[src/clk_switch_pkg.sv]
// Purpose: Shared constants for the clock source switch and monitor control block
// Assumes: AXI4-Lite register access with 32-bit data
// Notes: One 8-bit control register plus interrupt status, clear and enable words
package clk_switch_pkg;
   // Register byte offsets
   localparam logic [3:0] ctrl_offset = 4'h0;
   localparam logic [3:0] irq_status_offset = 4'h4;
   localparam logic [3:0] irq_clear_offset = 4'h8;
   localparam logic [3:0] irq_enable_offset = 4'hC;
   // Control register bit positions
   localparam int monitor_irq_enable_bit = 7;
   localparam int monitor_flag_bit = 6;
   localparam int monitor_enable_bit = 5;
   localparam int clock_select_bit = 4;
   localparam int int_clock_on_bit = 3;
   localparam int int_clock_stable_bit = 2;
   localparam int ext_clock_on_bit = 1;
   localparam int ext_clock_stable_bit = 0;
   // Interrupt status bit positions
   localparam int irq_monitor_bit = 0;
   localparam int irq_fallback_bit = 1;
   localparam int irq_width = 2;
   // Reset values: internal clock on and selected
   localparam logic [7:0] ctrl_reset = 8'h08;
   localparam logic [1:0] irq_reset = 2'h0;
   // AXI responses
   localparam logic [1:0] resp_okay = 2'h0;
   localparam logic [1:0] resp_slverr = 2'h2;
   typedef enum logic [1:0] {
      sel_int = 2'b00,
      sel_ext = 2'b01
   } source_t;
endpackage : clk_switch_pkg

[src/clk_switch_ctrl.sv]
// Purpose: Clock source select and clock monitor control register with gated writes
// Assumes: Stability and inactivity indications are synchronous to aclk
// Notes: Glitch-free clock muxes sit outside; this block drives their selects
// How it works
// - Select write ignored unless target clock enabled and stable.
// - Internal enable stays set until select has moved to external.
// - Monitor enable sets only with both clocks on and stable.
// - Monitor interrupt enable sets only when monitor enable already set.
// - Flag clears by read showing it set then write zero.
// - Monitor enable stays set when stability is later lost.
// - Detected inactive clock deselected; active one drives both clock outputs.
// - Select bit updated on fallback, showing surviving source.
// - Bits 7..0: irq enable, flag, monitor, select, int on/stable, ext on/stable.
// - Select one picks external, zero internal; internal after reset.
//
// Added by the designer: the placing of the registers and the AXI4-Lite slave port.
`timescale 1ns/1ps
`default_nettype none
module clk_switch_ctrl #(
   parameter int addr_width = 4
) (
   // Clock and reset
   input wire logic aclk,
   input wire logic aresetn,
   // AXI4-Lite slave
   input wire logic [addr_width-1:0] awaddr,
   input wire logic awvalid,
   output logic awready,
   input wire logic [31:0] wdata,
   input wire logic [3:0] wstrb,
   input wire logic wvalid,
   output logic wready,
   output logic [1:0] bresp,
   output logic bvalid,
   input wire logic bready,
   input wire logic [addr_width-1:0] araddr,
   input wire logic arvalid,
   output logic arready,
   output logic [31:0] rdata,
   output logic [1:0] rresp,
   output logic rvalid,
   input wire logic rready,
   // Clock generator status
   input wire logic int_clock_stable,
   input wire logic ext_clock_stable,
   input wire logic int_clock_off,
   input wire logic ext_clock_off,
   // Clock generator control
   output logic int_clock_on,
   output logic ext_clock_on,
   output logic osc_out_select_ext,
   output logic timebase_select_ext,
   output logic monitor_enable,
   // Interrupt
   output logic irq
);
   logic wr_en, rd_en, rd_ok, wr_ok;
   logic [addr_width-1:0] wr_addr, rd_addr;
   logic [31:0] wr_data, rd_data;
   logic [3:0] wr_strb;
   logic [1:0] irq_status, irq_enable, irq_set, irq_clear;
   logic irq_enable_we;

   logic clock_select, monitor_irq_enable, monitor_flag, flag_read_armed;
   logic next_clock_select, next_int_on, next_ext_on, next_mon_en, next_mon_ie;
   logic next_flag, next_armed, next_osc_sel, next_tb_sel;
   logic [7:0] ctrl_view;
   logic ctrl_wr, ctrl_rd, fail_int, fail_ext;
   logic [7:0] wbyte;

   function automatic logic off_match(input logic [3:0] a, input logic [3:0] off);
      off_match = (a[3:2] == off[3:2]);
   endfunction : off_match

   clk_switch_axil #(
      .addr_width(addr_width)
   ) u_axil (
      .aclk(aclk),
      .aresetn(aresetn),
      .awaddr(awaddr),
      .awvalid(awvalid),
      .awready(awready),
      .wdata(wdata),
      .wstrb(wstrb),
      .wvalid(wvalid),
      .wready(wready),
      .bresp(bresp),
      .bvalid(bvalid),
      .bready(bready),
      .araddr(araddr),
      .arvalid(arvalid),
      .arready(arready),
      .rdata(rdata),
      .rresp(rresp),
      .rvalid(rvalid),
      .rready(rready),
      .wr_en(wr_en),
      .wr_addr(wr_addr),
      .wr_data(wr_data),
      .wr_strb(wr_strb),
      .rd_en(rd_en),
      .rd_addr(rd_addr),
      .rd_data(rd_data),
      .rd_ok(rd_ok),
      .wr_ok(wr_ok)
   );

   clk_switch_irq #(
      .width(clk_switch_pkg::irq_width)
   ) u_irq (
      .aclk(aclk),
      .aresetn(aresetn),
      .set(irq_set),
      .clear(irq_clear),
      .enable_we(irq_enable_we),
      .enable_wdata(wr_data[1:0]),
      .status(irq_status),
      .enable(irq_enable),
      .irq(irq)
   );

   // Register view; stable bits are live inputs
   always_comb begin
      ctrl_view = {monitor_irq_enable, monitor_flag, monitor_enable, clock_select,
                   int_clock_on, int_clock_stable, ext_clock_on, ext_clock_stable};
   end

   // Read decode
   always_comb begin
      rd_ok = ((rd_addr >> 4) == '0);
      if (off_match(rd_addr[3:0], clk_switch_pkg::ctrl_offset)) begin
         rd_data = {24'h0, ctrl_view};
      end else if (off_match(rd_addr[3:0], clk_switch_pkg::irq_status_offset)) begin
         rd_data = {30'h0, irq_status};
      end else if (off_match(rd_addr[3:0], clk_switch_pkg::irq_clear_offset)) begin
         rd_data = 32'h0;
      end else if (off_match(rd_addr[3:0], clk_switch_pkg::irq_enable_offset)) begin
         rd_data = {30'h0, irq_enable};
      end else begin
         rd_data = 32'h0;
         rd_ok = 1'b0;
      end
   end

   // Write decode; only an upper address bit beyond the map is unmapped
   always_comb begin
      wr_ok = (wr_addr >> 4) == '0;
      ctrl_wr = wr_en && wr_ok && wr_strb[0]
                && off_match(wr_addr[3:0], clk_switch_pkg::ctrl_offset);
      ctrl_rd = rd_en && rd_ok && off_match(rd_addr[3:0], clk_switch_pkg::ctrl_offset);
      irq_enable_we = wr_en && wr_ok && wr_strb[0]
                      && off_match(wr_addr[3:0], clk_switch_pkg::irq_enable_offset);
      irq_clear = (wr_en && wr_ok && wr_strb[0]
                   && off_match(wr_addr[3:0], clk_switch_pkg::irq_clear_offset))
                  ? wr_data[1:0] : 2'h0;
      wbyte = wr_data[7:0];
   end

   // Control register next state
   always_comb begin
      fail_int = monitor_enable && int_clock_off && !ext_clock_off;
      fail_ext = monitor_enable && ext_clock_off && !int_clock_off;
      next_clock_select = clock_select;
      next_int_on = int_clock_on;
      next_ext_on = ext_clock_on;
      next_mon_en = monitor_enable;
      next_mon_ie = monitor_irq_enable;
      next_flag = monitor_flag;
      next_armed = flag_read_armed;
      if (ctrl_wr) begin
         next_ext_on = wbyte[clk_switch_pkg::ext_clock_on_bit];
         if (wbyte[clk_switch_pkg::clock_select_bit] != clock_select) begin
            if (wbyte[clk_switch_pkg::clock_select_bit]
                ? (ext_clock_on && ext_clock_stable)
                : (int_clock_on && int_clock_stable)) begin
               next_clock_select = wbyte[clk_switch_pkg::clock_select_bit];
            end
         end
         if (wbyte[clk_switch_pkg::int_clock_on_bit] || clock_select) begin
            next_int_on = wbyte[clk_switch_pkg::int_clock_on_bit];
         end
         if (!wbyte[clk_switch_pkg::monitor_enable_bit]) begin
            next_mon_en = 1'b0;
         end else if (int_clock_on && ext_clock_on && int_clock_stable && ext_clock_stable) begin
            next_mon_en = 1'b1;
         end
         if (!wbyte[clk_switch_pkg::monitor_irq_enable_bit]) begin
            next_mon_ie = 1'b0;
         end else if (monitor_enable) begin
            next_mon_ie = 1'b1;
         end
         if (flag_read_armed && !wbyte[clk_switch_pkg::monitor_flag_bit]) begin
            next_flag = 1'b0;
         end
         next_armed = 1'b0;
      end
      if (ctrl_rd && monitor_flag) begin
         next_armed = 1'b1;
      end
      if (fail_int || fail_ext) begin
         next_flag = 1'b1;
         next_clock_select = fail_int;
      end
      next_osc_sel = next_clock_select;
      // Timebase follows the external enable unless a failure forces a side
      next_tb_sel = fail_int ? 1'b1 : (fail_ext ? 1'b0 : next_ext_on);
      irq_set = {fail_int || fail_ext, next_flag && !monitor_flag && monitor_irq_enable};
   end

   always_ff @(posedge aclk) begin
      if (!aresetn) begin
         clock_select <= clk_switch_pkg::ctrl_reset[clk_switch_pkg::clock_select_bit];
         int_clock_on <= clk_switch_pkg::ctrl_reset[clk_switch_pkg::int_clock_on_bit];
         ext_clock_on <= clk_switch_pkg::ctrl_reset[clk_switch_pkg::ext_clock_on_bit];
         monitor_enable <= clk_switch_pkg::ctrl_reset[clk_switch_pkg::monitor_enable_bit];
         monitor_irq_enable <= clk_switch_pkg::ctrl_reset[clk_switch_pkg::monitor_irq_enable_bit];
         monitor_flag <= clk_switch_pkg::ctrl_reset[clk_switch_pkg::monitor_flag_bit];
         flag_read_armed <= 1'b0;
         osc_out_select_ext <= 1'b0;
         timebase_select_ext <= 1'b0;
      end else begin
         clock_select <= next_clock_select;
         int_clock_on <= next_int_on;
         ext_clock_on <= next_ext_on;
         monitor_enable <= next_mon_en;
         monitor_irq_enable <= next_mon_ie;
         monitor_flag <= next_flag;
         flag_read_armed <= next_armed;
         osc_out_select_ext <= next_osc_sel;
         timebase_select_ext <= next_tb_sel;
      end
   end

   // Assertions
   property p_sel_gate;
      @(posedge aclk) disable iff (!aresetn)
      (ctrl_wr && wbyte[4] && !clock_select && !(ext_clock_on && ext_clock_stable)
       && !fail_int) |=> !clock_select;
   endproperty
   a_sel_gate: assert property (p_sel_gate) else $error("select moved without ready target");

   property p_int_hold;
      @(posedge aclk) disable iff (!aresetn)
      (!clock_select && int_clock_on) |=> int_clock_on;
   endproperty
   a_int_hold: assert property (p_int_hold) else $error("internal clock dropped while selected");

   property p_mon_gate;
      @(posedge aclk) disable iff (!aresetn)
      $rose(monitor_enable) |-> $past(int_clock_on && ext_clock_on
                                      && int_clock_stable && ext_clock_stable);
   endproperty
   a_mon_gate: assert property (p_mon_gate) else $error("monitor enabled without prerequisites");

   property p_ie_gate;
      @(posedge aclk) disable iff (!aresetn)
      $rose(monitor_irq_enable) |-> $past(monitor_enable);
   endproperty
   a_ie_gate: assert property (p_ie_gate) else $error("irq enable set without monitor");

   property p_flag_clear;
      @(posedge aclk) disable iff (!aresetn)
      $fell(monitor_flag) |-> $past(ctrl_wr && flag_read_armed && !wbyte[6]);
   endproperty
   a_flag_clear: assert property (p_flag_clear) else $error("flag cleared without read then write");

   property p_mon_stay;
      @(posedge aclk) disable iff (!aresetn)
      (monitor_enable && !(ctrl_wr && !wbyte[5])) |=> monitor_enable;
   endproperty
   a_mon_stay: assert property (p_mon_stay) else $error("monitor enable dropped by itself");

   property p_fallback;
      @(posedge aclk) disable iff (!aresetn)
      fail_ext |=> (!osc_out_select_ext && !timebase_select_ext && !clock_select);
   endproperty
   a_fallback: assert property (p_fallback) else $error("external failure not deselected");

   property p_fallback_sel;
      @(posedge aclk) disable iff (!aresetn)
      fail_int |=> (clock_select && osc_out_select_ext && monitor_flag);
   endproperty
   a_fallback_sel: assert property (p_fallback_sel) else $error("select not updated on fallback");

   property p_osc_follow;
      @(posedge aclk) disable iff (!aresetn)
      1'b1 |-> (osc_out_select_ext == clock_select);
   endproperty
   a_osc_follow: assert property (p_osc_follow) else $error("osc select differs from select bit");

   c_switch_ext: cover property (@(posedge aclk) disable iff (!aresetn) $rose(clock_select));
   c_mon_on: cover property (@(posedge aclk) disable iff (!aresetn) $rose(monitor_irq_enable));
   c_fallback: cover property (@(posedge aclk) disable iff (!aresetn) fail_ext);
   c_flag_clr: cover property (@(posedge aclk) disable iff (!aresetn) $fell(monitor_flag));
endmodule : clk_switch_ctrl
`default_nettype wire

[src/clk_switch_irq.sv]
// Purpose: Sticky interrupt status with clear and enable registers
// Assumes: Set pulses come from the control logic in the same clock domain
// Notes: A set in the cycle of a clear wins
`timescale 1ns/1ps
`default_nettype none
module clk_switch_irq #(
   parameter int width = 2
) (
   // Clock and reset
   input wire logic aclk,
   input wire logic aresetn,
   // Events and software access
   input wire logic [width-1:0] set,
   input wire logic [width-1:0] clear,
   input wire logic enable_we,
   input wire logic [width-1:0] enable_wdata,
   // State
   output logic [width-1:0] status,
   output logic [width-1:0] enable,
   output logic irq
);
   logic [width-1:0] next_status;
   logic [width-1:0] next_enable;
   logic next_irq;

   initial begin
      if (width < 1) $error("width must be at least 1");
   end

   always_comb begin
      next_status = (status & ~clear) | set;
      next_enable = enable_we ? enable_wdata : enable;
      next_irq = |(next_status & next_enable);
   end

   always_ff @(posedge aclk) begin
      if (!aresetn) begin
         status <= '0;
         enable <= '0;
         irq <= 1'b0;
      end else begin
         status <= next_status;
         enable <= next_enable;
         irq <= next_irq;
      end
   end
endmodule : clk_switch_irq
`default_nettype wire

[src/clk_switch_axil.sv]
// Purpose: AXI4-Lite slave front end producing one-cycle register strobes
// Assumes: One write and one read under way at a time
// Notes: Write address and data taken in either order; response two cycles after both
`timescale 1ns/1ps
`default_nettype none
module clk_switch_axil #(
   parameter int addr_width = 4
) (
   // Clock and reset
   input wire logic aclk,
   input wire logic aresetn,
   // AXI4-Lite slave
   input wire logic [addr_width-1:0] awaddr,
   input wire logic awvalid,
   output logic awready,
   input wire logic [31:0] wdata,
   input wire logic [3:0] wstrb,
   input wire logic wvalid,
   output logic wready,
   output logic [1:0] bresp,
   output logic bvalid,
   input wire logic bready,
   input wire logic [addr_width-1:0] araddr,
   input wire logic arvalid,
   output logic arready,
   output logic [31:0] rdata,
   output logic [1:0] rresp,
   output logic rvalid,
   input wire logic rready,
   // Register side
   output logic wr_en,
   output logic [addr_width-1:0] wr_addr,
   output logic [31:0] wr_data,
   output logic [3:0] wr_strb,
   output logic rd_en,
   output logic [addr_width-1:0] rd_addr,
   input wire logic [31:0] rd_data,
   input wire logic rd_ok,
   input wire logic wr_ok
);
   logic have_aw, have_w, next_have_aw, next_have_w;
   logic next_bvalid, next_rvalid, next_wr_en, next_rd_en;
   logic [addr_width-1:0] next_wr_addr, next_rd_addr;
   logic [31:0] next_wr_data, next_rdata;
   logic [3:0] next_wr_strb;
   logic [1:0] next_bresp, next_rresp;
   logic rd_pend, next_rd_pend;
   logic next_awready, next_wready, next_arready;

   initial begin
      if (addr_width < 4) $error("addr_width must be at least 4");
   end

   always_comb begin
      next_have_aw = have_aw | (awvalid & awready);
      next_have_w = have_w | (wvalid & wready);
      next_wr_addr = (awvalid && awready) ? awaddr : wr_addr;
      next_wr_data = (wvalid && wready) ? wdata : wr_data;
      next_wr_strb = (wvalid && wready) ? wstrb : wr_strb;
      next_wr_en = 1'b0;
      next_bvalid = bvalid && !bready;
      next_bresp = bresp;
      if (have_aw && have_w && !wr_en && !bvalid) begin
         next_wr_en = 1'b1;
         next_have_aw = 1'b0;
         next_have_w = 1'b0;
      end
      if (wr_en) begin
         next_bvalid = 1'b1;
         next_bresp = wr_ok ? clk_switch_pkg::resp_okay : clk_switch_pkg::resp_slverr;
      end
      // Read: address taken, strobe register stage, then data
      next_rd_en = arvalid && arready;
      next_rd_addr = (arvalid && arready) ? araddr : rd_addr;
      next_rd_pend = rd_pend;
      next_rvalid = rvalid && !rready;
      next_rdata = rdata;
      next_rresp = rresp;
      if (rd_en) begin
         next_rvalid = 1'b1;
         next_rdata = rd_data;
         next_rresp = rd_ok ? clk_switch_pkg::resp_okay : clk_switch_pkg::resp_slverr;
      end
      // Readies registered from next-cycle pending state, so they leave a flop
      next_awready = !next_have_aw && !next_bvalid && !next_wr_en;
      next_wready = !next_have_w && !next_bvalid && !next_wr_en;
      next_arready = !next_rd_pend && !next_rvalid && !next_rd_en;
   end

   always_ff @(posedge aclk) begin
      if (!aresetn) begin
         have_aw <= 1'b0;
         have_w <= 1'b0;
         awready <= 1'b1;
         wready <= 1'b1;
         arready <= 1'b1;
         wr_en <= 1'b0;
         wr_addr <= '0;
         wr_data <= 32'h0;
         wr_strb <= 4'h0;
         bvalid <= 1'b0;
         bresp <= 2'h0;
         rd_en <= 1'b0;
         rd_addr <= '0;
         rd_pend <= 1'b0;
         rvalid <= 1'b0;
         rdata <= 32'h0;
         rresp <= 2'h0;
      end else begin
         have_aw <= next_have_aw;
         have_w <= next_have_w;
         awready <= next_awready;
         wready <= next_wready;
         arready <= next_arready;
         wr_en <= next_wr_en;
         wr_addr <= next_wr_addr;
         wr_data <= next_wr_data;
         wr_strb <= next_wr_strb;
         bvalid <= next_bvalid;
         bresp <= next_bresp;
         rd_en <= next_rd_en;
         rd_addr <= next_rd_addr;
         rd_pend <= next_rd_pend;
         rvalid <= next_rvalid;
         rdata <= next_rdata;
         rresp <= next_rresp;
      end
   end
endmodule : clk_switch_axil
`default_nettype wire

[config.mk]
export PLATFORM = sky130hd
export DESIGN_NAME = clk_switch_ctrl
export DESIGN_NICKNAME = d
export VERILOG_FILES = /design/src/clk_switch_pkg.sv /design/src/clk_switch_ctrl.sv /design/src/clk_switch_irq.sv /design/src/clk_switch_axil.sv
export SDC_FILE = /design/constraint.sdc
export NUM_CORES = 1
export LEC_CHECK = 0
export ABC_CLOCK_PERIOD_IN_PS = 1150
export BUFFER_PORTS_ARGS = -buffer_cell sky130_fd_sc_hd__buf_2
export CAP_MARGIN = 25
export CELL_PAD_IN_SITES_DETAIL_PLACEMENT = 0
export CELL_PAD_IN_SITES_GLOBAL_PLACEMENT = 1
export CORE_UTILIZATION = 28
export DETAILED_ROUTE_END_ITERATION = 12
export PLACE_DENSITY = 0.84
export SLEW_MARGIN = 20
export SYNTH_ARGS = -nofsm -noshare
export SYNTH_HDL_FRONTEND = slang
export SYNTH_SLANG_ARGS = --single-unit
[constraint.sdc]
create_clock -name aclk -period 1.15 [get_ports aclk]
set_input_delay 0.115 -clock aclk [delete_from_list [all_inputs] [get_ports aclk]]
set_output_delay 0.115 -clock aclk [all_outputs]
set_load 0.02 [all_outputs]
# Word-level counts from Yosys, hierarchy flattened

Index checks and enable logic that the tools add are counted.

Bitwise logic cells: 8
Mux-type cells: 33
Reductions and logical operators: 59
Eq/ne operators: 8

Operator list:

| operator                                      | count |
|---|---|
| logical AND 1 bit                             | 32 |
| two-way mux 1 bit                             | 26 |
| zero test 1 bit                               | 14 |
| two-way mux 2 bit                             | 6 |
| == test 2 bit, second input constant          | 4 |
| two-way mux 8 bit                             | 1 |
| nonzero test 2 bit                            | 4 |
| AND reduction 2 bit                           | 3 |
| bitwise AND 2 bit                             | 2 |
| zero test 2 bit                               | 2 |
| inequality test 2 bit, second input constant  | 2 |
| AND reduction 3 bit                           | 1 |
| bitwise AND 1 bit                             | 2 |
| == test 2 x 1 -> 1 bit, second input constant | 1 |
| logical OR 1 bit                              | 2 |
| inverter 2 bit                                | 1 |
| OR 1 bit                                      | 2 |
| OR 2 bit                                      | 1 |
| OR reduction 2 bit                            | 1 |
| inequality test 1 bit                         | 1 |

Input port bits: 55
Register bits after elaboration: 73

# Longest topological paths before layout

Word-level depth: 10
Depth in mapped cells: 5
Mapped depth without buffers: 4

# By module

Synthesis repeated with hierarchy kept, for this count alone.

Cells, all modules: 424
Area total of the unflattened synthesis: 4354.2 um^2

Modules (own cells, without submodules):

| module          | area each (um^2) | cells an instance | times used |
|---|---|---|---|
| clk_switch_axil | 3651.0           | 339               | 1 |
| clk_switch_ctrl | 528.0            | 68                | 1 |
| clk_switch_irq  | 175.2            | 17                | 1 |

# Least setup slack after synthesis

Ideal clock, no wire load.

Path kind: reg2reg
Start: reg u_axil.wr_addr[2]
End: reg clock_select
Data required time: 1.030 ns
Library setup time: 0.120 ns
Path buffers: 1
Clock period less this slack: 1.233 ns
Setup slack: -0.083 ns
Arrival time: 1.114 ns
Cell stages (with the launch flop): 6
Path through: dfxtp_1 nand4bb_1 buf_2 o31a_1 a41oi_1 o21ai_1

Cells in the longest elaborated chain, start to end: 4

Ends and longest elaborated chain:

| item                          | line                   | RTL |
|---|---|---|
| from (decl)                   | clk_switch_axil.sv:32  | `output logic [addr_width-1:0] wr_addr,` |
| from (signal assigned)        | clk_switch_axil.sv:116 | `wr_addr <= next_wr_addr;` |
| zero test 2 bit               | clk_switch_ctrl.sv:72  | `off_match = (a[3:2] == off[3:2]);` |
| logical AND 1 bit             | clk_switch_ctrl.sv:149 | `&& off_match(wr_addr[3:0], clk_switch_pkg::ctrl_offset);` |
| nonzero test 2 bit (no line)  | --                     |  |
| AND reduction 3 bit (no line) | --                     |  |
| to (signal assigned)          | clk_switch_ctrl.sv:212 | `clock_select <= clk_switch_pkg::ctrl_reset[clk_switch_pkg::clock_select_bit];` |
| to (signal assigned)          | clk_switch_ctrl.sv:222 | `clock_select <= next_clock_select;` |
| to (decl)                     | clk_switch_ctrl.sv:64  | `logic clock_select, monitor_irq_enable, monitor_flag, flag_read_armed;` |

No other way between the ends.
A chain may end at the register's enable or synchronous reset.

# Final worst setup path

Start: reg u_axil.wr_en
End: reg u_irq.irq

Cells in the longest elaborated chain, start to end: 9

Ends and longest elaborated chain:

| item                           | line                                                                   | RTL |
|---|---|---|
| from (decl)                    | clk_switch_axil.sv:31                                                  | `output logic wr_en,` |
| from (signal assigned)         | clk_switch_axil.sv:115                                                 | `wr_en <= next_wr_en;` |
| logical AND 1 bit (*)          | clk_switch_ctrl.sv:148, clk_switch_ctrl.sv:151, clk_switch_ctrl.sv:153 |  |
| logical AND 1 bit              | clk_switch_ctrl.sv:149                                                 |  |
| two-way mux 1 bit              | clk_switch_ctrl.sv:170                                                 | `if (ctrl_wr) begin` |
| two-way mux 1 bit              | clk_switch_ctrl.sv:200                                                 | `if (fail_int \|\| fail_ext) begin` |
| logical AND 1 bit (2 in a row) | clk_switch_ctrl.sv:207                                                 | `irq_set = {fail_int \|\| fail_ext, next_flag && !monitor_flag && monitor_irq_enable};` |
| OR 2 bit                       | clk_switch_irq.sv:31                                                   | `next_status = (status & ~clear) \| set;` |
| bitwise AND 2 bit (*)          | clk_switch_irq.sv:33                                                   | `next_irq = \|(next_status & next_enable);` |
| OR reduction 2 bit (*)         | clk_switch_irq.sv:33                                                   |  |
| to (signal assigned)           | clk_switch_irq.sv:44                                                   | `irq <= next_irq;` |
| to (decl)                      | clk_switch_irq.sv:20                                                   | `output logic irq` |

Mark *: on every way between the ends. The rest lies on a longest branch, timed or not.

==> summary.md <==
| Metric | Value |
|---|---|
| Post-Syn Instances | `208` |
| First-pass GRT wire length | `7.00 mm` |
| CTS tree | `done` |
| Placed cell count | `337` |
| Routed length per instance | `roughly 12 µm` |
| Fin crit share | `103%` |
| Grt ovf | `0` |
| Grt met1 use | `16.2%` |
| Commonest non-fill, non-tap cell in the layout | `buf_2` |
| Initial Utilization | `29.1%` |
| Critical path endpoint category | `flop` |
| Detailed-placement wirelength estimate | `2.99 mm` |
| Gr busiest metal | `met2` |
| CP Launch Type | `flop` |
| IO Count | `102` |
| Post-synth ARST share | `0%` |
| Worst min path class | `in2reg` |
| Largest net degree at the start of global routing | `20` |
| FMAX | `843 MHz` |
| Reg-to-reg slack, setup | `-0.04 ns` |
| Crit path required time | `1.34 ns` |
| Crit path DAT | `1.37 ns` |
| Worst-path clk slew | `0.09 ns` |
| Worst hold margin | `0.0502 ns` |
| Hold path endpoint | `u_axil.wr_addr[2]` |
| Pwr/cell area | `1390 mW/mm²` |
| Final Setup Violations | `3` |
| Initial antenna violation count | `0` |
| Ys Warns | `0` |
| Count of nets after finishing | `about 320` |
| Number of remaining DRC errors | `0` |
| Fin worst setup slack | `-0.0359 ns` |
| DRT Pass-1 Iters | `4` |
| Mapped cell area | `0.00186 mm²` |
| Fin cells | `346` |
| H-tree lvl count | `2` |
| Seq/Total Area, Yosys | `46.3%` |
| GRT Util Overall | `about 13%` |
| Horiz. Die Dim | `83.5 µm` |
| Vias in the first global route | `1,476` |
| Seq cells post-synth | `between 40 and 50` |
| Worst skew pair latency | `around 0.30 ns` |
| Post-cts hold buffer count | `0` |
| DR vias | `between 1,500 and 2,000` |
| Worst hold stages | `3` |
| Root Driver | `clkbuf_8` |
| Final wirelength | `4.17 mm` |
| RSZ-0062 raised after global routing | `yes` |
| Routed vias/inst | `4.39` |
| Fill count | `661` |
| Final antenna-violating net count | `0` |
| Total clock sinks | `between 40 and 50` |
| Antenna diode count | `0` |
| Post-synth EDFFs | `0` |
| Leak | `0.00109 µW` |
| Die area | `approximately 0.0070 mm²` |
| GR met3 Demand/Resource | `4.25%` |
| CP Class | `reg2reg` |
| Layout cells sized above 1 | `34.2%` |
| Number of buffers added on ports | `42` |
| Layout Skew | `0.00600 ns` |
| Worst Path Max Fanout | `4` |
| GR Util met2 | `19.0%` |
| Failing checks | `setup timing` |
| Mean Syn Cell Area | `between 8 and 9 µm²` |
| Area grow syn2layout | `31.9%` |
| Number of distinct library cells after synthesis | `40` |
| Final count of pins violating max slew | `0` |
| Most frequent cells in the layout | `42 x buf_2, 38 x nand2_1, 37 x dfxtp_1` |
| Worst VDD drop | `851 µV` |
| Worst r2r dst | `u_irq.irq` |
| Number of CTS-inserted buffers | `5` |
| RePlAce Congestion | `0.753` |
| Status | `finished with violations` |
| Post-layout min period | `1.19 ns` |
| Min-delay src | `awaddr[2]` |
| Die H | `83.5 µm` |
| Core area | `between 0.006 and 0.007 mm²` |
| Synth Flop Type | `dfxtp_1` |
| 1st-iter DRT viols | `83` |
| Worst slack, placed | `-0.0549 ns` |
| # rows | `29` |
| Reg-to-reg startpoint | `u_axil.wr_en` |
| R2R depth | `5` |
| Final Hold Viols | `0` |
| CTS Buffer Depth | `2` |
| Max Cap Violations | `0` |
-- critical path, stage by stage (launching register included) --
cell	delay (ns)
dfxtp_4	0.39
buf_6	0.10
nand3_2	0.11
o31ai_4	0.26
nand2_2	0.08
o2bb2ai_1	0.14
-- power breakdown --
group | switching, µW | total, µW | internal [µW] | leakage (µW)
combinational | 247 | 405 | 158 | 0.000677
sequential | 43.3 | 1590 | 1550 | 0.000354
clock | 542 | 1410 | 866 | 0.0000644
-- metal layers --
metal	wire length [µm]	vias to the layer above
li1	-	763
met1	1930	703
met2	1950	46
met3	221	7
met4	77	0
met5	0	-
-- synth_stat cells, types with 2 or more instances --
master | n | area [µm²]
dfxtp_1 | 43 | 861
nand2_1 | 39 | 146
buf_4 | 27 | 203
a21boi_0 | 15 | 113
nor2b_1 | 15 | 93.8
a21oi_1 | 8 | 40.0
nor2_1 | 6 | 22.5
clkbuf_1 | 5 | 18.8
o21ai_0 | 5 | 25.0
and2_1 | 4 | 25.0
inv_1 | 4 | 15.0
nand3_1 | 4 | 20.0
a22oi_1 | 2 | 15.0
mux2_2 | 2 | 22.5
mux2i_1 | 2 | 20.0
nand2b_1 | 2 | 12.5
o211a_1 | 2 | 20.0
-- per-stage QoR --
| step | utilization (%) | TNS [ns] | instance area, µm² | total power (µW) |
|---|---|---|---|---|
| global placement | 33.9 | -0.135 | 2170 | 1990 |
| global route | 38.4 | -0.416 | 2450 | 3550 |
| finish | 38.4 | -0.0979 | 2450 | 3400 |
| floorplan | - | -0.0654 | 1960 | 1920 |
| CTS | 37.2 | -0.108 | 2370 | 3410 |
| detailed placement | 33.9 | -0.199 | 2170 | 1990 |
-- timing repair --
item / CTS / global route
setup buffers: 0 / 1
setup endpoints to repair: 10 / 16
resized for setup: 14 / 16
pin swaps: 2 / 10
-- logic make-up (layout without fill, tap and decap cells) --
logic type                count (synthesis)  after routing  synth area share, %
AOI/OAI and AO/OA                        40             40                 15.1
xor gates and xnor gates                  1              1                0.471
buffers and inverters                    38             73                 13.2
DFF                                      43             43                 46.3
muxes                                     4              4                 2.29
other                                     1             27                0.202
and+or+nand+nor                          81             81                 22.4
-- layout make-up --
| class | count | area (µm²) | area share (%) |
|---|---|---|---|
| multi-input cells | 153 | 962 | 39.3 |
| flip-flops and latches | 43 | 871 | 35.5 |
| repair buffers | 60 | 364 | 14.9 |
| well taps | 77 | 96.3 | 3.93 |
| clock buffers | 5 | 68.8 | 2.81 |
| clock inverters | 3 | 67.6 | 2.76 |
| inverters | 5 | 20.0 | 0.817 |
-- flip-flops by register name, summed over array words and instances (netlist names), 2 cells and up --
signal          count
u_axil.wr_addr      2
u_axil.rd_addr      2
u_irq.status        2
u_axil.wr_data      7
u_irq.enable        2
u_axil.rdata        8
-- how the worst max path moves through the flow --
stage | slack [ns] | cells past startpoint | to | start
2_1_floorplan | -0.07 | 5 | clock_select | u_axil.wr_addr[2]
3_3_place_gp | -0.05 | 5 | u_irq.irq | u_axil.wr_en
3_5_place_dp | -0.05 | 4 | clock_select | u_axil.wr_addr[3]
4_1_cts | -0.04 | 5 | u_irq.irq | u_axil.wr_en
5_1_grt | -0.12 | 5 | u_irq.status[1] | u_axil.wr_en
6_report | -0.04 | 5 | u_irq.irq | u_axil.wr_en
(Power assumes the default switching activity.)
